<file path="src/rtl/fcs_pkg.sv">
// Package for the flash checksum scanner: register map, fields, reset values, timing.
// Assumes an APB slave with 32-bit data, one register per aligned word.
package fcs_pkg;
    localparam logic [11:0] FCS_OFF_CONTROL_A_REGISTER  = 12'h000;
    localparam logic [11:0] FCS_OFF_CONTROL_B_REGISTER  = 12'h004;
    localparam logic [11:0] FCS_OFF_STATUS = 12'h008;
    localparam logic [11:0] FCS_OFF_DBGST  = 12'h00c;
    localparam int FCS_BIT_RESET  = 7;
    localparam int FCS_BIT_FATAL_IRQ_ON_FAIL_ENABLE  = 1;
    localparam int FCS_BIT_ENABLE = 0;
    localparam int FCS_BIT_OK     = 1;
    localparam int FCS_BIT_BUSY   = 0;
    localparam int FCS_MODE_LSB   = 4;
    localparam int FCS_SRC_LSB    = 0;
    localparam logic [15:0] FCS_CRC_POLY = 16'h1021;
    localparam logic [15:0] FCS_CRC_INIT = 16'hffff;
    localparam logic [7:0]  FCS_CONTROL_A_REGISTER_RST = 8'h00;
    localparam logic [7:0]  FCS_CONTROL_B_REGISTER_RST = 8'h00;
    localparam logic [1:0]  FCS_SRC_BOOTAPP = 2'h0;
    localparam logic [1:0]  FCS_SRC_BOOT    = 2'h1;
    localparam logic [1:0]  FCS_SRC_FULL    = 2'h2;
    localparam int FCS_START_DELAY = 3;
    localparam int FCS_FETCH_PERIOD = 3;
    typedef struct packed {
        logic        req;
        logic [15:0] addr;
    } fcs_fetch_t;
    typedef enum logic [3:0] {
        FCS_IDLE  = 4'b0001,
        FCS_START = 4'b0010,
        FCS_FETCH = 4'b0100,
        FCS_CRC   = 4'b1000
    } fcs_state_t;
endpackage

</file>
<file path="src/rtl/fcs_scanner.sv">
// Flash checksum scanner: CRC-16 over a flash section, APB registers, debug controls.
// Assumes flash answers a word read the cycle after the request; debug inputs are synchronous.
`timescale 1ns/10ps
module fcs_scanner
    import fcs_pkg::*;
#(
    parameter int AW = 16
) (
    input  wire logic          clk,
    input  wire logic          nrst,
    input  wire logic          ce,
    input  wire logic          psel,
    input  wire logic          penable,
    input  wire logic          pwrite,
    input  wire logic [11:0]   paddr,
    input  wire logic [31:0]   pwdata,
    input  wire logic [3:0]    pstrb,
    output logic      [31:0]   prdata,
    output logic               pready,
    output logic               pslverr,
    input  wire logic          pdebug,
    input  wire logic          dbg_hold,
    input  wire logic          dbg_reg_access,
    input  wire logic          dbg_disconnect,
    input  wire logic          sleeping,
    input  wire logic [AW-1:0] boot_end,
    input  wire logic [AW-1:0] app_end,
    input  wire logic [AW-1:0] flash_end,
    output logic               flash_req,
    output logic [AW-1:0]      flash_addr,
    input  wire logic [15:0]   flash_rdata,
    output logic               cpu_stall,
    output logic               nmi,
    output logic [1:0]         dbg_status
);
    initial begin
        if (AW < 4 || AW > 16) $error("AW out of range");
    end

    fcs_state_t  state_ff, nxt_state;
    logic        ena_ff, fatal_irq_on_fail_enable_ff, busy_ff, ok_ff, nmi_ff, pend_ff, abandon_ff;
    logic [1:0]  src_ff, mode_ff;
    logic [1:0]  dly_ff;
    logic [1:0]  ph_ff;
    logic [15:0] crc_ff;
    logic [AW-1:0] addr_ff;
    logic [15:0] word_ff;
    logic [31:0] prdata_ff;
    logic        pready_ff, stall_ff, freq_ff;
    logic [1:0]  dbgst_ff;

    // CRC of one byte, bit 7 first
    function automatic logic [15:0] crc_byte(input logic [15:0] c, input logic [7:0] b);
        logic [15:0] r;
        r = c;
        for (int i = 7; i >= 0; i--) begin
            r = (r[15] ^ b[i]) ? ((r << 1) ^ FCS_CRC_POLY) : (r << 1);
        end
        return r;
    endfunction

    wire         acc     = psel && penable;
    wire         wr      = acc && pwrite && pstrb[0] && !nmi_ff;
    wire         wr_a    = wr && paddr == FCS_OFF_CONTROL_A_REGISTER;
    wire         wr_b    = wr && paddr == FCS_OFF_CONTROL_B_REGISTER && !busy_ff;
    wire         wr_s    = wr && paddr == FCS_OFF_STATUS && pdebug;
    wire         mapped  = paddr == FCS_OFF_CONTROL_A_REGISTER || paddr == FCS_OFF_CONTROL_B_REGISTER ||
                           paddr == FCS_OFF_STATUS || paddr == FCS_OFF_DBGST;
    wire         soft_rst = wr_a && pwdata[FCS_BIT_RESET] && (!fatal_irq_on_fail_enable_ff || !busy_ff);
    wire         go_en   = wr_a && pwdata[FCS_BIT_ENABLE] && !busy_ff;
    wire         go_dbg  = wr_s && pwdata[FCS_BIT_BUSY];
    wire         stop_dbg = wr_s && !pwdata[FCS_BIT_BUSY] && busy_ff;
    // Scanner runs only when neither the debugger nor sleep holds it
    wire         run     = !dbg_hold && !sleeping;
    wire         restart = dbg_reg_access || dbg_disconnect;
    wire [AW-1:0] sec_end = (src_ff == FCS_SRC_BOOT) ? boot_end :
                            (src_ff == FCS_SRC_FULL) ? flash_end : app_end;
    // Section end is exclusive and word addresses are even, so the last word sits at end-2
    wire         last_w  = addr_ff == sec_end - AW'(2);
    wire [15:0]  crc_nx  = crc_byte(crc_byte(crc_ff, word_ff[15:8]), word_ff[7:0]);
    // Checksum bytes run through the CRC leave zero residue on a match
    wire         pass    = crc_nx == 16'h0000;
    wire         fire_fail = state_ff == FCS_CRC && run && last_w && !pass;
    wire         fire_ok0 = wr_s && !pwdata[FCS_BIT_OK];
    wire         set_nmi = fatal_irq_on_fail_enable_ff && (fire_fail || fire_ok0);

    always_comb begin
        nxt_state = state_ff;
        unique case (state_ff)
            FCS_IDLE:  if (pend_ff && run) nxt_state = FCS_START;
            FCS_START: if (run && dly_ff == 2'(FCS_START_DELAY - 1)) nxt_state = FCS_FETCH;
            FCS_FETCH: if (run && ph_ff == 2'(FCS_FETCH_PERIOD - 1)) nxt_state = FCS_CRC;
            FCS_CRC:   if (run) nxt_state = last_w ? FCS_IDLE : FCS_FETCH;
        endcase
        if (stop_dbg || soft_rst) nxt_state = FCS_IDLE;
        else if (restart && busy_ff && state_ff != FCS_IDLE) nxt_state = FCS_START;
    end

    always_ff @(posedge clk or negedge nrst) begin
        if (!nrst) begin
            state_ff <= FCS_IDLE;
            ena_ff <= FCS_CONTROL_A_REGISTER_RST[FCS_BIT_ENABLE];
            fatal_irq_on_fail_enable_ff <= FCS_CONTROL_A_REGISTER_RST[FCS_BIT_FATAL_IRQ_ON_FAIL_ENABLE];
            src_ff <= FCS_CONTROL_B_REGISTER_RST[1:0];
            mode_ff <= FCS_CONTROL_B_REGISTER_RST[5:4];
            busy_ff <= 1'b0;
            ok_ff <= 1'b0;
            nmi_ff <= 1'b0;
            pend_ff <= 1'b0;
            abandon_ff <= 1'b0;
            dly_ff <= 2'h0;
            ph_ff <= 2'h0;
            crc_ff <= FCS_CRC_INIT;
            addr_ff <= '0;
            word_ff <= 16'h0000;
        end else if (ce) begin
            state_ff <= nxt_state;
            abandon_ff <= stop_dbg;
            if (set_nmi) nmi_ff <= 1'b1;
            if (soft_rst) begin
                ena_ff <= 1'b0;
                src_ff <= 2'h0;
                mode_ff <= 2'h0;
                busy_ff <= 1'b0;
                ok_ff <= 1'b0;
                pend_ff <= 1'b0;
            end else begin
                if (wr_a && !busy_ff && pwdata[FCS_BIT_FATAL_IRQ_ON_FAIL_ENABLE]) fatal_irq_on_fail_enable_ff <= 1'b1;
                if (wr_a) ena_ff <= pwdata[FCS_BIT_ENABLE];
                if (wr_b) begin
                    src_ff <= pwdata[FCS_SRC_LSB +: 2];
                    mode_ff <= pwdata[FCS_MODE_LSB +: 2];
                end
                if (go_en || go_dbg) begin
                    busy_ff <= 1'b1;
                    pend_ff <= 1'b1;
                end
                if (wr_s && pwdata[FCS_BIT_OK]) ok_ff <= 1'b1;
                if (fire_ok0) ok_ff <= 1'b0;
                if (stop_dbg) begin
                    busy_ff <= 1'b0;
                    pend_ff <= 1'b0;
                end
                if (state_ff == FCS_IDLE && nxt_state == FCS_START) pend_ff <= 1'b0;
                if (nxt_state == FCS_START && state_ff != FCS_START) begin
                    dly_ff <= 2'h0;
                    crc_ff <= FCS_CRC_INIT;
                    addr_ff <= '0;
                end else if (state_ff == FCS_START && run) begin
                    dly_ff <= dly_ff + 2'h1;
                end
                if (state_ff == FCS_FETCH && run) begin
                    ph_ff <= ph_ff + 2'h1;
                    if (ph_ff == 2'h1) word_ff <= flash_rdata;
                end else if (state_ff != FCS_FETCH) begin
                    ph_ff <= 2'h0;
                end
                if (state_ff == FCS_CRC && run && nxt_state != FCS_START) begin
                    crc_ff <= crc_nx;
                    addr_ff <= addr_ff + AW'(2);
                    if (last_w) begin
                        ok_ff <= pass;
                        busy_ff <= 1'b0;
                    end
                end
            end
        end
    end

    // APB answers in the access cycle; registered outputs lag by nothing visible to the master
    always_ff @(posedge clk or negedge nrst) begin
        if (!nrst) begin
            prdata_ff <= 32'h0000_0000;
            pready_ff <= 1'b0;
            stall_ff <= 1'b0;
            freq_ff <= 1'b0;
            dbgst_ff <= 2'h0;
        end else if (ce) begin
            pready_ff <= psel && !penable;
            if (psel && !penable && !pwrite) begin
                unique case (paddr)
                    FCS_OFF_CONTROL_A_REGISTER:  prdata_ff <= {30'h0, fatal_irq_on_fail_enable_ff, ena_ff};
                    FCS_OFF_CONTROL_B_REGISTER:  prdata_ff <= {26'h0, mode_ff, 2'h0, src_ff};
                    FCS_OFF_STATUS: prdata_ff <= {30'h0, ok_ff, busy_ff};
                    FCS_OFF_DBGST:  prdata_ff <= {30'h0, ok_ff, busy_ff};
                    default:        prdata_ff <= 32'h0000_0000;
                endcase
            end
            stall_ff <= busy_ff && run && state_ff != FCS_IDLE;
            freq_ff <= nxt_state == FCS_FETCH && state_ff != FCS_FETCH;
            dbgst_ff <= {ok_ff, busy_ff};
        end
    end

    assign prdata     = prdata_ff;
    assign pready     = pready_ff;
    assign pslverr    = 1'b0;
    assign flash_req  = freq_ff;
    assign flash_addr = addr_ff;
    assign cpu_stall  = stall_ff;
    assign nmi        = nmi_ff;
    assign dbg_status = dbgst_ff;
    wire unused_ok = mapped ^ abandon_ff;

    property p_nmi_sticky;
        @(posedge clk) disable iff (!nrst) nmi_ff |=> nmi_ff;
    endproperty
    a_nmi_sticky: assert property (p_nmi_sticky) else $error("nmi dropped");
    property p_fail_nmi;
        @(posedge clk) disable iff (!nrst) (ce && fire_fail && fatal_irq_on_fail_enable_ff) |=> nmi_ff && !ok_ff;
    endproperty
    a_fail_nmi: assert property (p_fail_nmi) else $error("fail without nmi");
    property p_control_b_register_locked;
        @(posedge clk) disable iff (!nrst) (busy_ff && !soft_rst) |=> $stable(src_ff);
    endproperty
    a_control_b_register_locked: assert property (p_control_b_register_locked) else $error("control_b_register changed busy");
    property p_nowrite_nmi;
        @(posedge clk) disable iff (!nrst) (nmi_ff && !busy_ff) |=> $stable(ena_ff);
    endproperty
    a_nowrite_nmi: assert property (p_nowrite_nmi) else $error("write after nmi");
    property p_start_delay;
        @(posedge clk) disable iff (!nrst)
            (ce && state_ff == FCS_IDLE && nxt_state == FCS_START) ##1 (ce && run)[*3]
            |=> state_ff == FCS_FETCH;
    endproperty
    a_start_delay: assert property (p_start_delay) else $error("start delay wrong");
    property p_paused;
        @(posedge clk) disable iff (!nrst)
            (!run && !restart && !stop_dbg && !soft_rst) |=> $stable(crc_ff) && $stable(addr_ff);
    endproperty
    a_paused: assert property (p_paused) else $error("scan moved while held");
    property p_abandon;
        @(posedge clk) disable iff (!nrst) (ce && stop_dbg) |=> !busy_ff && state_ff == FCS_IDLE;
    endproperty
    a_abandon: assert property (p_abandon) else $error("abandon failed");
    property p_done;
        @(posedge clk) disable iff (!nrst)
            (ce && state_ff == FCS_CRC && run && last_w && !restart && !stop_dbg && !soft_rst)
            |=> !busy_ff && ok_ff == $past(pass);
    endproperty
    a_done: assert property (p_done) else $error("completion wrong");
endmodule // fcs_scanner

</file>
<file path="config.mk">
export PLATFORM = sky130hd
export DESIGN_NAME = fcs_scanner
export DESIGN_NICKNAME = d
export VERILOG_FILES = /design/src/rtl/fcs_pkg.sv /design/src/rtl/fcs_scanner.sv
export SDC_FILE = /design/constraint.sdc
export NUM_CORES = 1
export LEC_CHECK = 0
export BUFFER_PORTS_ARGS = -buffer_cell sky130_fd_sc_hd__clkbuf_2
export CORE_MARGIN = 2
export CORE_UTILIZATION = 47
export DETAILED_ROUTE_END_ITERATION = 7
export HOLD_SLACK_MARGIN = 0.1
export PLACE_DENSITY = 0.77
export SYNTH_ARGS = -nofsm -noshare
export SYNTH_HDL_FRONTEND = slang
export SYNTH_SLANG_ARGS = --single-unit
</file>
<file path="constraint.sdc">
create_clock -name clk -period 3.17 [get_ports clk]
set_input_delay 0.634 -clock clk [delete_from_list [all_inputs] [get_ports clk]]
set_output_delay 0.634 -clock clk [all_outputs]
set_load 0.02 [all_outputs]
</file>
Yosys cells after proc, flatten, opt, wreduce, memory -nomap -nowiden. Index checks and enable logic that the tools add are counted.

Bits in registers: 103. Output and inout bits: 55. Word-level logic and storage cells: 204. Input port bits: 123.

Add/subtract/negate cells: 4. Eq/ne operators: 19. Reduce and logical (&&, ||, !) cells: 74. Muxes and demuxes: 55. Bitwise operators: 33.

Operator list (number): 13-bit two-way mux (16); 16-bit two-way mux (6); 3-bit inverter (16); 1-bit logical AND (40); 12-bit by 4-bit equality test with 1-bit output, second input constant (2); 4-bit two-way mux (6); 6-bit case mux with 3 select lines (1); 16-bit by 2-bit adder with 16-bit output, second input constant (1); 16-bit equality test (1); 16-bit logical NOT (1); 1-bit two-way mux (16); 2-bit two-way mux (8); 4-bit case mux with 4 select lines (1); 16-bit by 2-bit subtractor with 16-bit output, second input constant (1); 1-bit bitwise XOR (16); 12-bit by 3-bit equality test with 1-bit output, second input constant (1); 12-bit logical NOT (1); 3-bit AND reduction (4); 1-bit logical NOT (10); 2-bit AND reduction (5); 2-bit nonzero test (5); 4-bit by 2-bit equality test with 1-bit output, second input constant (2); 4-bit by 3-bit equality test with 1-bit output, second input constant (2); 4-bit by 2-bit != test with 1-bit output, second input constant (2); other kinds (13) (21).

Logic depth before layout (Yosys ltp).
Depth after elaboration: 38. Depth in mapped cells: 15.

Worst setup path after synthesis. No wires, ideal clock.

Path kind: register to register. Start point: register src_ff[1]. End point: register nmi_ff (netlist: nmi). Required time: 3.104 ns. Data arrival time: 3.115 ns. Path buffers: 2. Stages on the path, launching flop included: 14. Slack: -0.011 ns. Path through: dfrtp_1 > buf_6 > buf_8 > mux2i_1 > mux2i_2 > inv_1 > ha_1 > xnor2_1 > a2111oi_0 > nor4b_1 > o2111ai_1 > or4_4 > o32ai_2 > a31o_1.

Word-level cells in the longest chain between the ends: 10. Elaborated cells between the ends (all ways): 11. Those cells by class: add/sub: 1; eq/ne: 3; mux: 2; reduce/logical: 5.

RTL lines: start: declaration (RTL line fcs_scanner.sv:42) `logic [1:0] src_ff, mode_ff;`; start signal: assignment (RTL line fcs_scanner.sv:104) `src_ff <= FCS_CONTROL_B_REGISTER_RST[1:0];`; start signal: assignment (RTL line fcs_scanner.sv:131) `src_ff <= pwdata[FCS_SRC_LSB +: 2];`; 2-bit equality test (RTL line fcs_scanner.sv:77) `(src_ff == FCS_SRC_FULL) ? flash_end : app_end;`; 16-bit two-way mux (RTL line fcs_scanner.sv:77); 16-bit two-way mux (*) (RTL line fcs_scanner.sv:76) `wire [AW-1:0] sec_end = (src_ff == FCS_SRC_BOOT) ? boot_end :`; 16-bit by 2-bit subtractor with 16-bit output (*) (RTL line fcs_scanner.sv:79) `wire last_w = addr_ff == sec_end - AW'(2);`; 16-bit equality test (*) (RTL line fcs_scanner.sv:79); 1-bit logical AND (*) (2 in a row) (RTL line fcs_scanner.sv:83) `wire fire_fail = state_ff == FCS_CRC && run && last_w && !pass;`; 1-bit logical OR (*) (RTL line fcs_scanner.sv:85) `wire set_nmi = fatal_irq_on_fail_enable_ff && (fire_fail || fire_ok0);`; 1-bit logical AND (*) (RTL line fcs_scanner.sv:85); 2-bit AND reduction (no source line) (*); end signal: assignment (RTL line fcs_scanner.sv:108) `nmi_ff <= 1'b0;`; end signal: assignment (RTL line fcs_scanner.sv:119) `if (set_nmi) nmi_ff <= 1'b1;`; end: declaration (RTL line fcs_scanner.sv:41) `logic ena_ff, fatal_irq_on_fail_enable_ff, busy_ff, ok_ff, nmi_ff, pend_ff, abandon_ff;`.

Every way passes the cells marked *; elsewhere a longest branch is shown, timed or not. A chain may end at the register's enable or synchronous reset.

Final worst setup path. Same ends and word-level chain as after synthesis.

==> results.md <==
* Worst-path cell chain: buf_12 > buf_8 > buf_6 > mux2i_2 > mux2i_2 > nor4_4 > nand3_4 > nor4_4 > o2111ai_1 > or4_4 > o32ai_2 > a31o_1
* Max Clk Rate at 310 MHz
* Slowest stage delay, CP at 560 ps
* Post-synth top area share at 0.261
* DR vias at 4888
* ANT cells at 0
* Chip height at 112 µm
* DIE AREA at 12500 µm²
* Total track usage at 0.217
* Mean Syn Cell Area at 9.35 µm²
* Share of layout cells above drive strength 1 at 0.357
* Crit path kind: reg2reg
* Tcrit/Tclk final at 1.02
* CTS clk-pin slew, worst paths at 60 ps
* Status: finished with violations
* Post-synth EDFFs at 0
* Minimum clock period at 3220 ps
* Async SR Flop Fraction at 1.00
* TritonRoute pass-1 iters at 5
* Fin area at 6840 µm²
* PwrDens at 820 nW/µm²
* Drt total wl at 14000 µm
* Slew HR at 0.472
* Cells after DPL at 855
* RSZ-0062 raised after global routing: yes
* Place WS at -207 ps
* Leak Pwr at 3.06 nW
* Failing checks: negative setup slack
* Placed cell area at 6310 µm²
* Final Hold Viols at 0
* Bufs and invs on worst path at 3
* Vias in the first global route at 4945
* Row count at 39
* Core Util, Final at 0.602
* Cell variety after synth at 72
* Layout area overhead at 25.3%
* Dominant cells by area after synthesis: dfrtp_1, mux2i_1, dfstp_2
* Fin Hold WS at 382 ps
* Post-Synthesis Cell Area at 5460 µm²
* Slowest-stage cell, CP: or4_4
* Slew @ Worst Pin at 791 ps
* #FFs+latches synth at 74
* Vias per inst at 5.57
* Post-Layout Cell Count at 877
* Maximum vdd drop at 0.00107 V
* Gr ovfl total at 0
* Synth warn at 0
* Worst Path Required at 3450 ps
* Clk Latency, worst-skew pair at 340 ps
* First-pass GRT wire length at 22400 µm
* CORE AREA at 11400 µm²
* Clock skew at 5.75 ps
* Initial Util at 0.480
* Endpoints failing setup at 4
* Die X at 112 µm
* Startpoint types: register
* Max-slew violations at 0
* Biggest area consumer among synthesized cells: dfrtp_1
* Final WS setup at -54.0 ps
* Htree depth at 3
* Buffers on Ports at 117
* Ys flop type: dfrtp_1
* Final ANT Viol Nets at 0
* Family with the most delay on the worst path: simple AND/OR/NAND/NOR gates
* TritonCTS Buffers at 9
* DRT iter0 DRCs at 269
* Most numerous cell in the Yosys netlist: dfrtp_1
* CTS tree: built
* Max cap viols at 0
* Mapped Cells at 584
* Fin nets at 857
* Most common library cells after synthesis: dfrtp_1, xnor2_1, nor2_1
* # IOs at 178
* Antenna violations before repair at 0
* Crit path DAT at 3500 ps
* Crit end category: register
* Deepest clock path buffer count at 2
* GPL Wtd Cong at 0.958
* Root buffer cell: clkbuf_16
* Clock sink total at 74
* Largest net degree at the start of global routing at 42
* DRC viols at 0
* WL/cell at 15.9 µm
* Final HPWL DP at 10200 µm
* Register area share after synthesis at 0.343
* HP Class: in2async
* Max Fanout on Critical Path at 7
==> layout make-up <==
cell class              instances  area (µm²)
well taps                     143         179
multi-input cells             462        3420
inverters                      20        75.1
clock buffers                  10         239
flip-flops and latches         74        1870
fillers                       951        4530
repair buffers                162        1020
clock inverters                 6        41.3
==> layout by cell type, fill, tap and decap left out, drive strengths merged, types with 8 or more instances in the layout <==
cell type,count
a21oi,18
a31oi,14
buf,46
clkbuf,126
conb,30
dfrtp,57
dfstp,17
inv,21
mux2,28
mux2i,46
nand2,44
nand3,16
nand4,13
nor2,46
nor3,10
nor4,8
o21ai,19
xnor2,51
xor2,28
==> cells by family after synthesis <==
family | count (synthesis) | share of synthesized area
compound gates | 99 | 0.127
xor+xnor | 79 | 0.127
simple gates | 175 | 0.166
other cells | 1 | 0.000687
fa+ha+maj | 5 | 0.0115
mux | 74 | 0.143
flops | 74 | 0.343
buf+inv | 77 | 0.0818
==> sequential cells by signal, indices dropped and copies added, names as in the netlist, 2 cells and up <==
register	flops
crc_ff	16
dbg_status	2
dly_ff	2
flash_addr	15
mode_ff	2
ph_ff	2
prdata	4
src_ff	2
state_ff	4
word_ff	16
==> layer usage <==
layer	routed length, µm	GRT usage	part of all wire	up-vias
met1	5660	0.261	0.41	2337
li1	-	-	-	2316
met4	354	0.0856	0.025	0
met2	7120	0.375	0.51	192
met5	0	0	0	-
met3	813	0.0517	0.058	43
==> path summary, 6_finish.rpt <==
check	slack (ps)	from	cells after the start	end
worst max-delay path	-50	src_ff[1]	12	nmi
worst min-delay path	380	nrst	1	word_ff[5]
worst max register to register	-50	src_ff[1]	12	nmi
worst min register to register	490	prdata[5]	2	prdata[5]
max in group asynchronous	2050	nrst	2	crc_ff[15]
min in group clk	490	prdata[5]	2	prdata[5]
==> through the flow <==
step / total power, mW / setup TNS, ps
floorplan: 3.77 / 0
global placement: 4.45 / -743
detailed placement: 4.58 / -957
CTS: 5.59 / 0
global route: 6.05 / -829
finish: 5.61 / -134
==> power breakdown <==
part / internal [mW] / total (mW) / switching [mW]
Combinational: 1.46 / 3.23 / 1.77
Clock: 0.551 / 0.958 / 0.408
Sequential: 1.22 / 1.42 / 0.198
==> timing repair <==
action / 4_1_cts / 5_1_grt
hold buffers: 0 / 0
pin swaps: 3 / 9
buffers inserted: 0 / 6
setup endpoints to repair: 5 / 6
gates resized for setup: 10 / 32
No activity file was read; power rests on OpenSTA's default activity.
